<file path="src/tdm_map.svh">
// register map, field positions, reset values and timing of the dialer code and mute block
// What this block does
// - pulse mode emits code-valued pulse count
// - code ten dials zero, ten pulses
// - tone code selects keypad row, column
// - each nonzero code write in tone mode starts new tone
// - single tone outputs row or column
// - dual tone combines row and column
// - receive select zero holds receive mute low
// - receive select one mutes during pulse, flash
// - transmit select zero holds transmit mute low
// - transmit select one mutes during dialing cycles
// - hook bit one drives pulse pin high except during breaks
// - hook bit resets to zero, on-hook
`ifndef TDM_MAP_SVH
`define TDM_MAP_SVH
// ==========================================
// register offsets
`define TDM_CTRL_OFS 16'hff18
`define TDM_CODE_OFS 16'hff1c
`define TDM_MODE_OFS 16'hff20
`define TDM_STAT_OFS 16'hff24
// ==========================================
// control fields
`define TDM_TXSEL_BIT 0
`define TDM_RXSEL_BIT 1
`define TDM_HOOK_BIT 2
`define TDM_TXSEL_RST 1'h1
`define TDM_RXSEL_RST 1'h1
`define TDM_HOOK_RST 1'h0
// ==========================================
// mode fields
`define TDM_TONE_BIT 0
`define TDM_DUAL_BIT 1
`define TDM_COLSEL_BIT 2
`define TDM_MODE_RST 3'h0
// ==========================================
// timing
`define TDM_CLK_HZ 20000000
`define TDM_BREAK_MS 60
`define TDM_MAKE_MS 40
`define TDM_TONE_MS 94
`define TDM_CYC(ms) ((ms) * (`TDM_CLK_HZ / 1000))
`endif

</file>
<file path="src/tdm_pkg.sv">
// types shared by the dialer code and mute block
package tdm_pkg;
   typedef enum logic [1:0] {
      TDM_IDLE = 2'h0,
      TDM_BREAK = 2'h1,
      TDM_MAKE = 2'h3
   } tdm_pulse_e;
   typedef struct packed {
      logic [1:0] row;
      logic [1:0] col;
   } tdm_key_s;
   typedef struct packed {
      logic row_en;
      logic col_en;
      logic [1:0] row;
      logic [1:0] col;
   } tdm_tone_s;
endpackage : tdm_pkg

</file>
<file path="src/tdm_dialer.sv">
// dial code, tone select, mute and hook logic behind an axi4-lite slave
//
// Added by the designer: register access over AXI4-Lite.
`timescale 1ns/1ps
`include "tdm_map.svh"
module tdm_dialer
   import tdm_pkg::*;
#(
   parameter int BREAK_CYCLES = `TDM_CYC(`TDM_BREAK_MS),
   parameter int MAKE_CYCLES = `TDM_CYC(`TDM_MAKE_MS),
   parameter int TONE_CYCLES = `TDM_CYC(`TDM_TONE_MS)
) (
   input wire logic ref_clk,
   input wire logic rstn,
   input wire logic [15:0] s_axi_awaddr,
   input wire logic s_axi_awvalid,
   output logic s_axi_awready,
   input wire logic [31:0] s_axi_wdata,
   input wire logic [3:0] s_axi_wstrb,
   input wire logic s_axi_wvalid,
   output logic s_axi_wready,
   output logic [1:0] s_axi_bresp,
   output logic s_axi_bvalid,
   input wire logic s_axi_bready,
   input wire logic [15:0] s_axi_araddr,
   input wire logic s_axi_arvalid,
   output logic s_axi_arready,
   output logic [31:0] s_axi_rdata,
   output logic [1:0] s_axi_rresp,
   output logic s_axi_rvalid,
   input wire logic s_axi_rready,
   input wire logic flash_cycle,
   input wire logic hold_cycle,
   output logic dial_pulse_out_n,
   output logic receive_mute_out_n,
   output logic transmit_mute_out_n,
   output tdm_tone_s tone_out
);
   // ==========================================
   // parameter checks
   if (BREAK_CYCLES < 1 || MAKE_CYCLES < 1 || TONE_CYCLES < 1) begin : g_bad_timing
      $error("tdm_dialer: timing counts must be at least one");
   end
   if (BREAK_CYCLES >= 2**24 || MAKE_CYCLES >= 2**24 || TONE_CYCLES >= 2**24) begin : g_big_timing
      $error("tdm_dialer: timing counts exceed timer width");
   end

   localparam logic [23:0] BRK_C = 24'(BREAK_CYCLES - 1);
   localparam logic [23:0] MK_C = 24'(MAKE_CYCLES - 1);
   localparam logic [23:0] TONE_C = 24'(TONE_CYCLES - 1);

   // ==========================================
   // keypad lookup, zero-based row and column
   function automatic tdm_key_s key_of(input logic [3:0] code);
      tdm_key_s k;
      k = '{row: 2'h0, col: 2'h3};
      case (code)
         4'h1: k = '{row: 2'h0, col: 2'h0};
         4'h2: k = '{row: 2'h0, col: 2'h1};
         4'h3: k = '{row: 2'h0, col: 2'h2};
         4'h4: k = '{row: 2'h1, col: 2'h0};
         4'h5: k = '{row: 2'h1, col: 2'h1};
         4'h6: k = '{row: 2'h1, col: 2'h2};
         4'h7: k = '{row: 2'h2, col: 2'h0};
         4'h8: k = '{row: 2'h2, col: 2'h1};
         4'h9: k = '{row: 2'h2, col: 2'h2};
         4'ha: k = '{row: 2'h3, col: 2'h1};
         4'hb: k = '{row: 2'h3, col: 2'h2};
         4'hc: k = '{row: 2'h3, col: 2'h0};
         4'hd: k = '{row: 2'h1, col: 2'h3};
         4'he: k = '{row: 2'h2, col: 2'h3};
         4'hf: k = '{row: 2'h3, col: 2'h3};
         default: k = '{row: 2'h0, col: 2'h3};
      endcase
      return k;
   endfunction : key_of

   // ==========================================
   // state
   logic aw_ok_reg, aw_ok_next;
   logic w_ok_reg, w_ok_next;
   logic [15:0] awaddr_reg, awaddr_next;
   logic [31:0] wdata_reg, wdata_next;
   logic wlane_reg, wlane_next;
   logic awready_reg, awready_next;
   logic wready_reg, wready_next;
   logic bvalid_reg, bvalid_next;
   logic [1:0] bresp_reg, bresp_next;
   logic arready_reg, arready_next;
   logic rvalid_reg, rvalid_next;
   logic [31:0] rdata_reg, rdata_next;
   logic [1:0] rresp_reg, rresp_next;
   logic txsel_reg, txsel_next;
   logic rxsel_reg, rxsel_next;
   logic hook_reg, hook_next;
   logic [2:0] mode_reg, mode_next;
   tdm_pulse_e pstate_reg, pstate_next;
   logic [3:0] left_reg, left_next;
   logic [23:0] ptimer_reg, ptimer_next;
   logic tone_busy_reg, tone_busy_next;
   logic [23:0] ttimer_reg, ttimer_next;
   tdm_tone_s tone_reg, tone_next;
   logic dp_reg, dp_next;
   logic rxm_reg, rxm_next;
   logic txm_reg, txm_next;

   logic do_write;
   logic pulse_busy;
   tdm_key_s key;

   assign s_axi_awready = awready_reg;
   assign s_axi_wready = wready_reg;
   assign s_axi_bvalid = bvalid_reg;
   assign s_axi_bresp = bresp_reg;
   assign s_axi_arready = arready_reg;
   assign s_axi_rvalid = rvalid_reg;
   assign s_axi_rdata = rdata_reg;
   assign s_axi_rresp = rresp_reg;
   assign dial_pulse_out_n = dp_reg;
   assign receive_mute_out_n = rxm_reg;
   assign transmit_mute_out_n = txm_reg;
   assign tone_out = tone_reg;

   // ==========================================
   // next-state logic
   always_comb begin
      aw_ok_next = aw_ok_reg;
      w_ok_next = w_ok_reg;
      awaddr_next = awaddr_reg;
      wdata_next = wdata_reg;
      wlane_next = wlane_reg;
      bvalid_next = bvalid_reg;
      bresp_next = bresp_reg;
      rvalid_next = rvalid_reg;
      rdata_next = rdata_reg;
      rresp_next = rresp_reg;
      txsel_next = txsel_reg;
      rxsel_next = rxsel_reg;
      hook_next = hook_reg;
      mode_next = mode_reg;
      pstate_next = pstate_reg;
      left_next = left_reg;
      ptimer_next = ptimer_reg;
      tone_busy_next = tone_busy_reg;
      ttimer_next = ttimer_reg;
      tone_next = tone_reg;
      pulse_busy = (pstate_reg != TDM_IDLE);
      key = key_of(wdata_reg[3:0]);

      // write address and data taken in either order
      if (s_axi_awvalid && awready_reg) begin
         aw_ok_next = 1'b1;
         awaddr_next = s_axi_awaddr;
      end
      if (s_axi_wvalid && wready_reg) begin
         w_ok_next = 1'b1;
         wdata_next = s_axi_wdata;
         wlane_next = s_axi_wstrb[0];
      end
      if (bvalid_reg && s_axi_bready) begin
         bvalid_next = 1'b0;
      end

      // pulse generator
      case (pstate_reg)
         TDM_IDLE: begin
         end
         TDM_BREAK: begin
            if (ptimer_reg == 24'h0) begin
               pstate_next = TDM_MAKE;
               ptimer_next = MK_C;
               left_next = left_reg - 4'h1;
            end else begin
               ptimer_next = ptimer_reg - 24'h1;
            end
         end
         TDM_MAKE: begin
            if (ptimer_reg != 24'h0) begin
               ptimer_next = ptimer_reg - 24'h1;
            end else if (left_reg != 4'h0) begin
               pstate_next = TDM_BREAK;
               ptimer_next = BRK_C;
            end else begin
               pstate_next = TDM_IDLE;
            end
         end
         default: pstate_next = TDM_IDLE;
      endcase

      // tone duration
      if (tone_busy_reg) begin
         if (ttimer_reg == 24'h0) begin
            tone_busy_next = 1'b0;
            tone_next.row_en = 1'b0;
            tone_next.col_en = 1'b0;
         end else begin
            ttimer_next = ttimer_reg - 24'h1;
         end
      end

      // register write, once address and data are both held
      do_write = aw_ok_reg && w_ok_reg && !bvalid_reg;
      if (do_write) begin
         aw_ok_next = 1'b0;
         w_ok_next = 1'b0;
         bvalid_next = 1'b1;
         bresp_next = 2'h0;
         case (awaddr_reg)
            `TDM_CTRL_OFS: if (wlane_reg) begin
               txsel_next = wdata_reg[`TDM_TXSEL_BIT];
               rxsel_next = wdata_reg[`TDM_RXSEL_BIT];
               hook_next = wdata_reg[`TDM_HOOK_BIT];
            end
            `TDM_MODE_OFS: if (wlane_reg) begin
               mode_next = wdata_reg[2:0];
            end
            `TDM_CODE_OFS: if (wlane_reg && wdata_reg[3:0] != 4'h0) begin
               if (mode_reg[`TDM_TONE_BIT]) begin
                  tone_busy_next = 1'b1;
                  ttimer_next = TONE_C;
                  tone_next.row = key.row;
                  tone_next.col = key.col;
                  tone_next.row_en = mode_reg[`TDM_DUAL_BIT] | ~mode_reg[`TDM_COLSEL_BIT];
                  tone_next.col_en = mode_reg[`TDM_DUAL_BIT] | mode_reg[`TDM_COLSEL_BIT];
               end else if (!pulse_busy) begin
                  pstate_next = TDM_BREAK;
                  ptimer_next = BRK_C;
                  left_next = wdata_reg[3:0];
               end
            end
            `TDM_STAT_OFS: begin
            end
            default: bresp_next = 2'h2;
         endcase
      end

      // read channel
      if (rvalid_reg && s_axi_rready) begin
         rvalid_next = 1'b0;
      end
      if (s_axi_arvalid && arready_reg) begin
         rvalid_next = 1'b1;
         rresp_next = 2'h0;
         rdata_next = 32'h0;
         case (s_axi_araddr)
            `TDM_CTRL_OFS: begin
               rdata_next[`TDM_TXSEL_BIT] = txsel_reg;
               rdata_next[`TDM_RXSEL_BIT] = rxsel_reg;
               rdata_next[`TDM_HOOK_BIT] = hook_reg;
            end
            `TDM_MODE_OFS: rdata_next[2:0] = mode_reg;
            `TDM_CODE_OFS: begin
            end
            `TDM_STAT_OFS: begin
               rdata_next[0] = pulse_busy;
               rdata_next[1] = tone_busy_reg;
               rdata_next[7:4] = left_reg;
               rdata_next[8] = dp_reg;
               rdata_next[9] = rxm_reg;
               rdata_next[10] = txm_reg;
            end
            default: rresp_next = 2'h2;
         endcase
      end

      awready_next = !aw_ok_next && !bvalid_next;
      wready_next = !w_ok_next && !bvalid_next;
      arready_next = !rvalid_next;

      // pins
      dp_next = hook_reg && (pstate_reg != TDM_BREAK);
      rxm_next = rxsel_reg && !pulse_busy && !flash_cycle;
      txm_next = txsel_reg && !pulse_busy && !flash_cycle && !tone_busy_next && !hold_cycle;
   end

   // ==========================================
   // registers
   always_ff @(posedge ref_clk or negedge rstn) begin
      if (!rstn) begin
         aw_ok_reg <= 1'b0;
         w_ok_reg <= 1'b0;
         awaddr_reg <= 16'h0;
         wdata_reg <= 32'h0;
         wlane_reg <= 1'b0;
         awready_reg <= 1'b0;
         wready_reg <= 1'b0;
         bvalid_reg <= 1'b0;
         bresp_reg <= 2'h0;
         arready_reg <= 1'b0;
         rvalid_reg <= 1'b0;
         rdata_reg <= 32'h0;
         rresp_reg <= 2'h0;
         txsel_reg <= `TDM_TXSEL_RST;
         rxsel_reg <= `TDM_RXSEL_RST;
         hook_reg <= `TDM_HOOK_RST;
         mode_reg <= `TDM_MODE_RST;
         pstate_reg <= TDM_IDLE;
         left_reg <= 4'h0;
         ptimer_reg <= 24'h0;
         tone_busy_reg <= 1'b0;
         ttimer_reg <= 24'h0;
         tone_reg <= '0;
         dp_reg <= 1'b0;
         rxm_reg <= 1'b1;
         txm_reg <= 1'b1;
      end else begin
         aw_ok_reg <= aw_ok_next;
         w_ok_reg <= w_ok_next;
         awaddr_reg <= awaddr_next;
         wdata_reg <= wdata_next;
         wlane_reg <= wlane_next;
         awready_reg <= awready_next;
         wready_reg <= wready_next;
         bvalid_reg <= bvalid_next;
         bresp_reg <= bresp_next;
         arready_reg <= arready_next;
         rvalid_reg <= rvalid_next;
         rdata_reg <= rdata_next;
         rresp_reg <= rresp_next;
         txsel_reg <= txsel_next;
         rxsel_reg <= rxsel_next;
         hook_reg <= hook_next;
         mode_reg <= mode_next;
         pstate_reg <= pstate_next;
         left_reg <= left_next;
         ptimer_reg <= ptimer_next;
         tone_busy_reg <= tone_busy_next;
         ttimer_reg <= ttimer_next;
         tone_reg <= tone_next;
         dp_reg <= dp_next;
         rxm_reg <= rxm_next;
         txm_reg <= txm_next;
      end
   end
endmodule : tdm_dialer

</file>
<file path="config.mk">
export PLATFORM = sky130hd
export DESIGN_NAME = tdm_dialer
export DESIGN_NICKNAME = d
export VERILOG_FILES = /design/src/tdm_pkg.sv /design/src/tdm_dialer.sv
export VERILOG_INCLUDE_DIRS = /design/src /design/src/src
export SDC_FILE = /design/constraint.sdc
export NUM_CORES = 1
export LEC_CHECK = 0
export BUFFER_PORTS_ARGS = -buffer_cell sky130_fd_sc_hd__clkbuf_2
export CORE_ASPECT_RATIO = 0.75
export CORE_MARGIN = 5
export CORE_UTILIZATION = 45
export DETAILED_ROUTE_END_ITERATION = 10
export PLACE_DENSITY = 0.7
export SLEW_MARGIN = 20
export SYNTH_ARGS = -nofsm -noshare
export SYNTH_HDL_FRONTEND = slang
export SYNTH_SLANG_ARGS = --single-unit
</file>
<file path="constraint.sdc">
create_clock -name ref_clk -period 3.4 [get_ports ref_clk]
set_clock_uncertainty 0.05 [all_clocks]
set_input_delay 0.51 -clock ref_clk [delete_from_list [all_inputs] [get_ports ref_clk]]
set_output_delay 0.51 -clock ref_clk [all_outputs]
set_load 0.03 [all_outputs]
</file>
==> flow_summary_export.csv <==
group,metric,value,unit
status,outcome,"completed",
synthesis,netlist_area,0.00598,mm²
detailed_routing,wl,14700,µm
critical_path,end_kind,"flop",
timing,fin_crit,2.90,ns
detailed_routing,vias_per_cell,5.87,
clock_network,htree_levels,3,
pwr,leakage,3.36,nW
synthesis,synth.distinct_cells,66,
detailed_routing,vias,5121,
synthesis,ys_ff_latch,110,
detailed_routing,ant_nets,0,
synthesis,ys_warn_count,0,
clock_network,cts_setup_buffers,0,
global_route,grt_max_degree,62,
timing,worst_slew_pin_slew,0.789,ns
critical_path,reg2regPathDepth,5,
clock_network,cts_made_buffers,9,
global_route,grt_pass1_wl,24400,µm
global_route,grt_overflow_total,0,
critical_path,reg2reg_from,"ttimer_reg[10]$_DFF_PN0_",
detailed_routing,drtIter0Drc,409,
clock_network,tritoncts,"built",
critical_path,reg2reg_slack,0.50,ns
clock_network,root_buffer,"clkbuf_16",
clock_network,insertion_delay,0.35,ns
timing,fin_crit_sh,85.2,%
synthesis,ys_async_sr_fraction,100,%
timing,max_freq,345,MHz
clock_network,cts_sinks,110,
clock_network,cts.repair.resized,0,
synthesis,ys.flop_type,"dfrtp_1",
timing,setup_viol,0,
final_layout,fillCellCount,1199,
global_route,grt_usage,19.3,%
timing,setup_ws,0.504,ns
place,port_buffers,71,
final_layout,final_nets,787,
place,routabilityCongestion,0.923,
place,hpwl,10600,µm
die,fp.dieW,143,µm
synthesis,synth_top_cells_by_area,"dfrtp_1 (44%), mux2_2 (5.5%), o21ai_0 (4.4%)",
detailed_routing,dr.pass1.iters,5,
critical_path,crit_type,"reg -> reg",
synthesis,syn_inst,623,
pwr,powerDensity,508,mW/mm²
synthesis,post-synth-top-area-cell,"dfrtp_1",
timing,grt_setup_unrepaired,"false",
critical_path,cp_data_required_time,3.57,ns
detailed_routing,drt-wirelength-per-cell,16.8,µm
clock_network,clk_pin_slew,0.08,ns
die,die-area,0.0157,mm²
final_layout,area_delta_synth_final,14.2,%
global_route,grt_pass1_vias,4930,
detailed_routing,drcViolationCount,0,
synthesis,synth_seq_area_share,46.1,%
synthesis,yosysTopAreaCellShare,44.3,%
final_layout,diodes,0,
flow_run,max_cap_viol_count,0,
synthesis,synth.avg_cell_area,9.60,µm²
hold_path,hold_class,"in -> async",
place,dp_slack,0.546,ns
critical_path,start_kind,"flop",
die,core_area,0.0130,mm²
die,start_util,46.0,%
synthesis,synth_enable_flop_cells,0,
pwr,ir_drop,0.314,mV
timing,hold_viol_final,0,
die,die_y,110,µm
clock_network,clk_path_buf_depth,2,
global_route,grt_antenna_before_repair,0,
timing,setup-tns-final,0,ns
timing,relSlewSlack,47.4,%
timing,slew_violations,0,
die,rows,36,
critical_path,r2r_end,"ttimer_reg[18]$_DFF_PN0_",
die,io_pins,127,
final_layout,layout-drive-gt1-share,22.0,%
critical_path,critPathMaxFanout,10,
critical_path,cp.arrival,3.06,ns
critical_path,cp-startpoint,"ttimer_reg[10]$_DFF_PN0_",
clock_network,cts.hold.buffers_added,0,
==> placed cells by master (no fill, tap or decap), types with 7 or more instances in the layout <==
| master | count |
|---|---|
| a211oi_1 | 9 |
| a21oi_1 | 32 |
| a22o_1 | 7 |
| and3_1 | 15 |
| buf_4 | 20 |
| clkbuf_16 | 9 |
| clkbuf_2 | 70 |
| conb_1 | 24 |
| dfrtp_1 | 106 |
| ha_1 | 14 |
| inv_1 | 21 |
| mux2_2 | 29 |
| nand2_1 | 47 |
| nand3_1 | 16 |
| nand4_1 | 12 |
| nor2_1 | 35 |
| nor3_1 | 17 |
| nor4_1 | 22 |
| o21ai_0 | 53 |
| or3_1 | 18 |
| or4_1 | 12 |
==> critical path, cell delays in order, from the launching register on <==
cell	delay [ns]
dfrtp_1	0.43
or4_1	0.66
or4_1	0.76
or3_1	0.41
o21ai_1	0.11
or3b_1	0.35
==> layout make-up <==
type	instances	area (µm²)	share of cell area [%]
timing repair buffer	91	520	7.62
multi-input combinational	462	2940	43.0
tap	171	214	3.13
inverter	22	82.6	1.21
sequential	110	2760	40.4
clock buffer	9	225	3.30
clock inverter	7	92.6	1.36
==> cells by family after synthesis <==
group	Yosys count	synth area share (%)
multiplexers	33	6.13
AND/OR/NAND/NOR	237	22.2
XOR/XNOR	5	0.732
buffers and inverters	74	6.21
other	1	0.0627
adder cells (fa/ha/maj)	14	2.93
flip-flops	110	46.1
AO/OA/AOI/OAI	149	15.7
==> per-layer routing <==
metal	track usage (%)	part of all wire, %	wire length [µm]	vias to the layer above
met2	29.5	44	6410	203
met5	0	0	0	-
met1	28.3	48	7030	2489
met4	4.41	0.67	98	0
li1	-	-	-	2420
met3	4.09	7.9	1160	9
==> power breakdown <==
part | switching [mW] | internal [mW] | total (mW)
combinational | 0.406 | 0.301 | 0.707
sequential | 0.190 | 1.48 | 1.67
clock | 0.506 | 0.590 | 1.10
total | 1.10 | 2.37 | 3.47
==> Yosys cell counts, types with 12 or more instances <==
cell and instances:
and3_1 15, inv_1 21, nor3_1 17, o21ai_0 53
mux2_2 29, clkbuf_1 24, nor4_1 22, nand4_1 12
ha_1 14, a21oi_1 32, nor2_1 35, dfrtp_1 106
or4_1 12, or3_1 18, nand3_1 16, nand2_1 47
buf_4 24
==> metrics by stage <==
| stage | instances | cell area (µm²) | hold slack [ns] | utilization (%) | total power [mW] |
|---|---|---|---|---|---|
| after floorplan | 646 | 6070 | 0.164 | - | 2.18 |
| after global placement | 856 | 6520 | 0.410 | 50.0 | 2.36 |
| after detailed placement | 856 | 6520 | 0.422 | 50.0 | 2.40 |
| after CTS | 872 | 6830 | 0.215 | 52.5 | 3.50 |
| after global routing | 872 | 6830 | 0.253 | 52.5 | 3.66 |
| final | 872 | 6830 | 0.188 | 52.5 | 3.47 |
==> worst max path at each step <==
| stage | end | slack [ns] |
|---|---|---|
| 4_1_cts | ttimer_reg[18]$_DFF_PN0_ | 0.52 |
| 5_1_grt | ptimer_reg[2]$_DFF_PN0_ | 0.35 |
| 2_1_floorplan | ttimer_reg[18]$_DFF_PN0_ | 0.76 |
| 3_3_place_gp | ttimer_reg[18]$_DFF_PN0_ | 0.62 |
| 6_report | ttimer_reg[18]$_DFF_PN0_ | 0.50 |
| 3_5_place_dp | ttimer_reg[18]$_DFF_PN0_ | 0.55 |
Power figures use the tool's default switching activity.
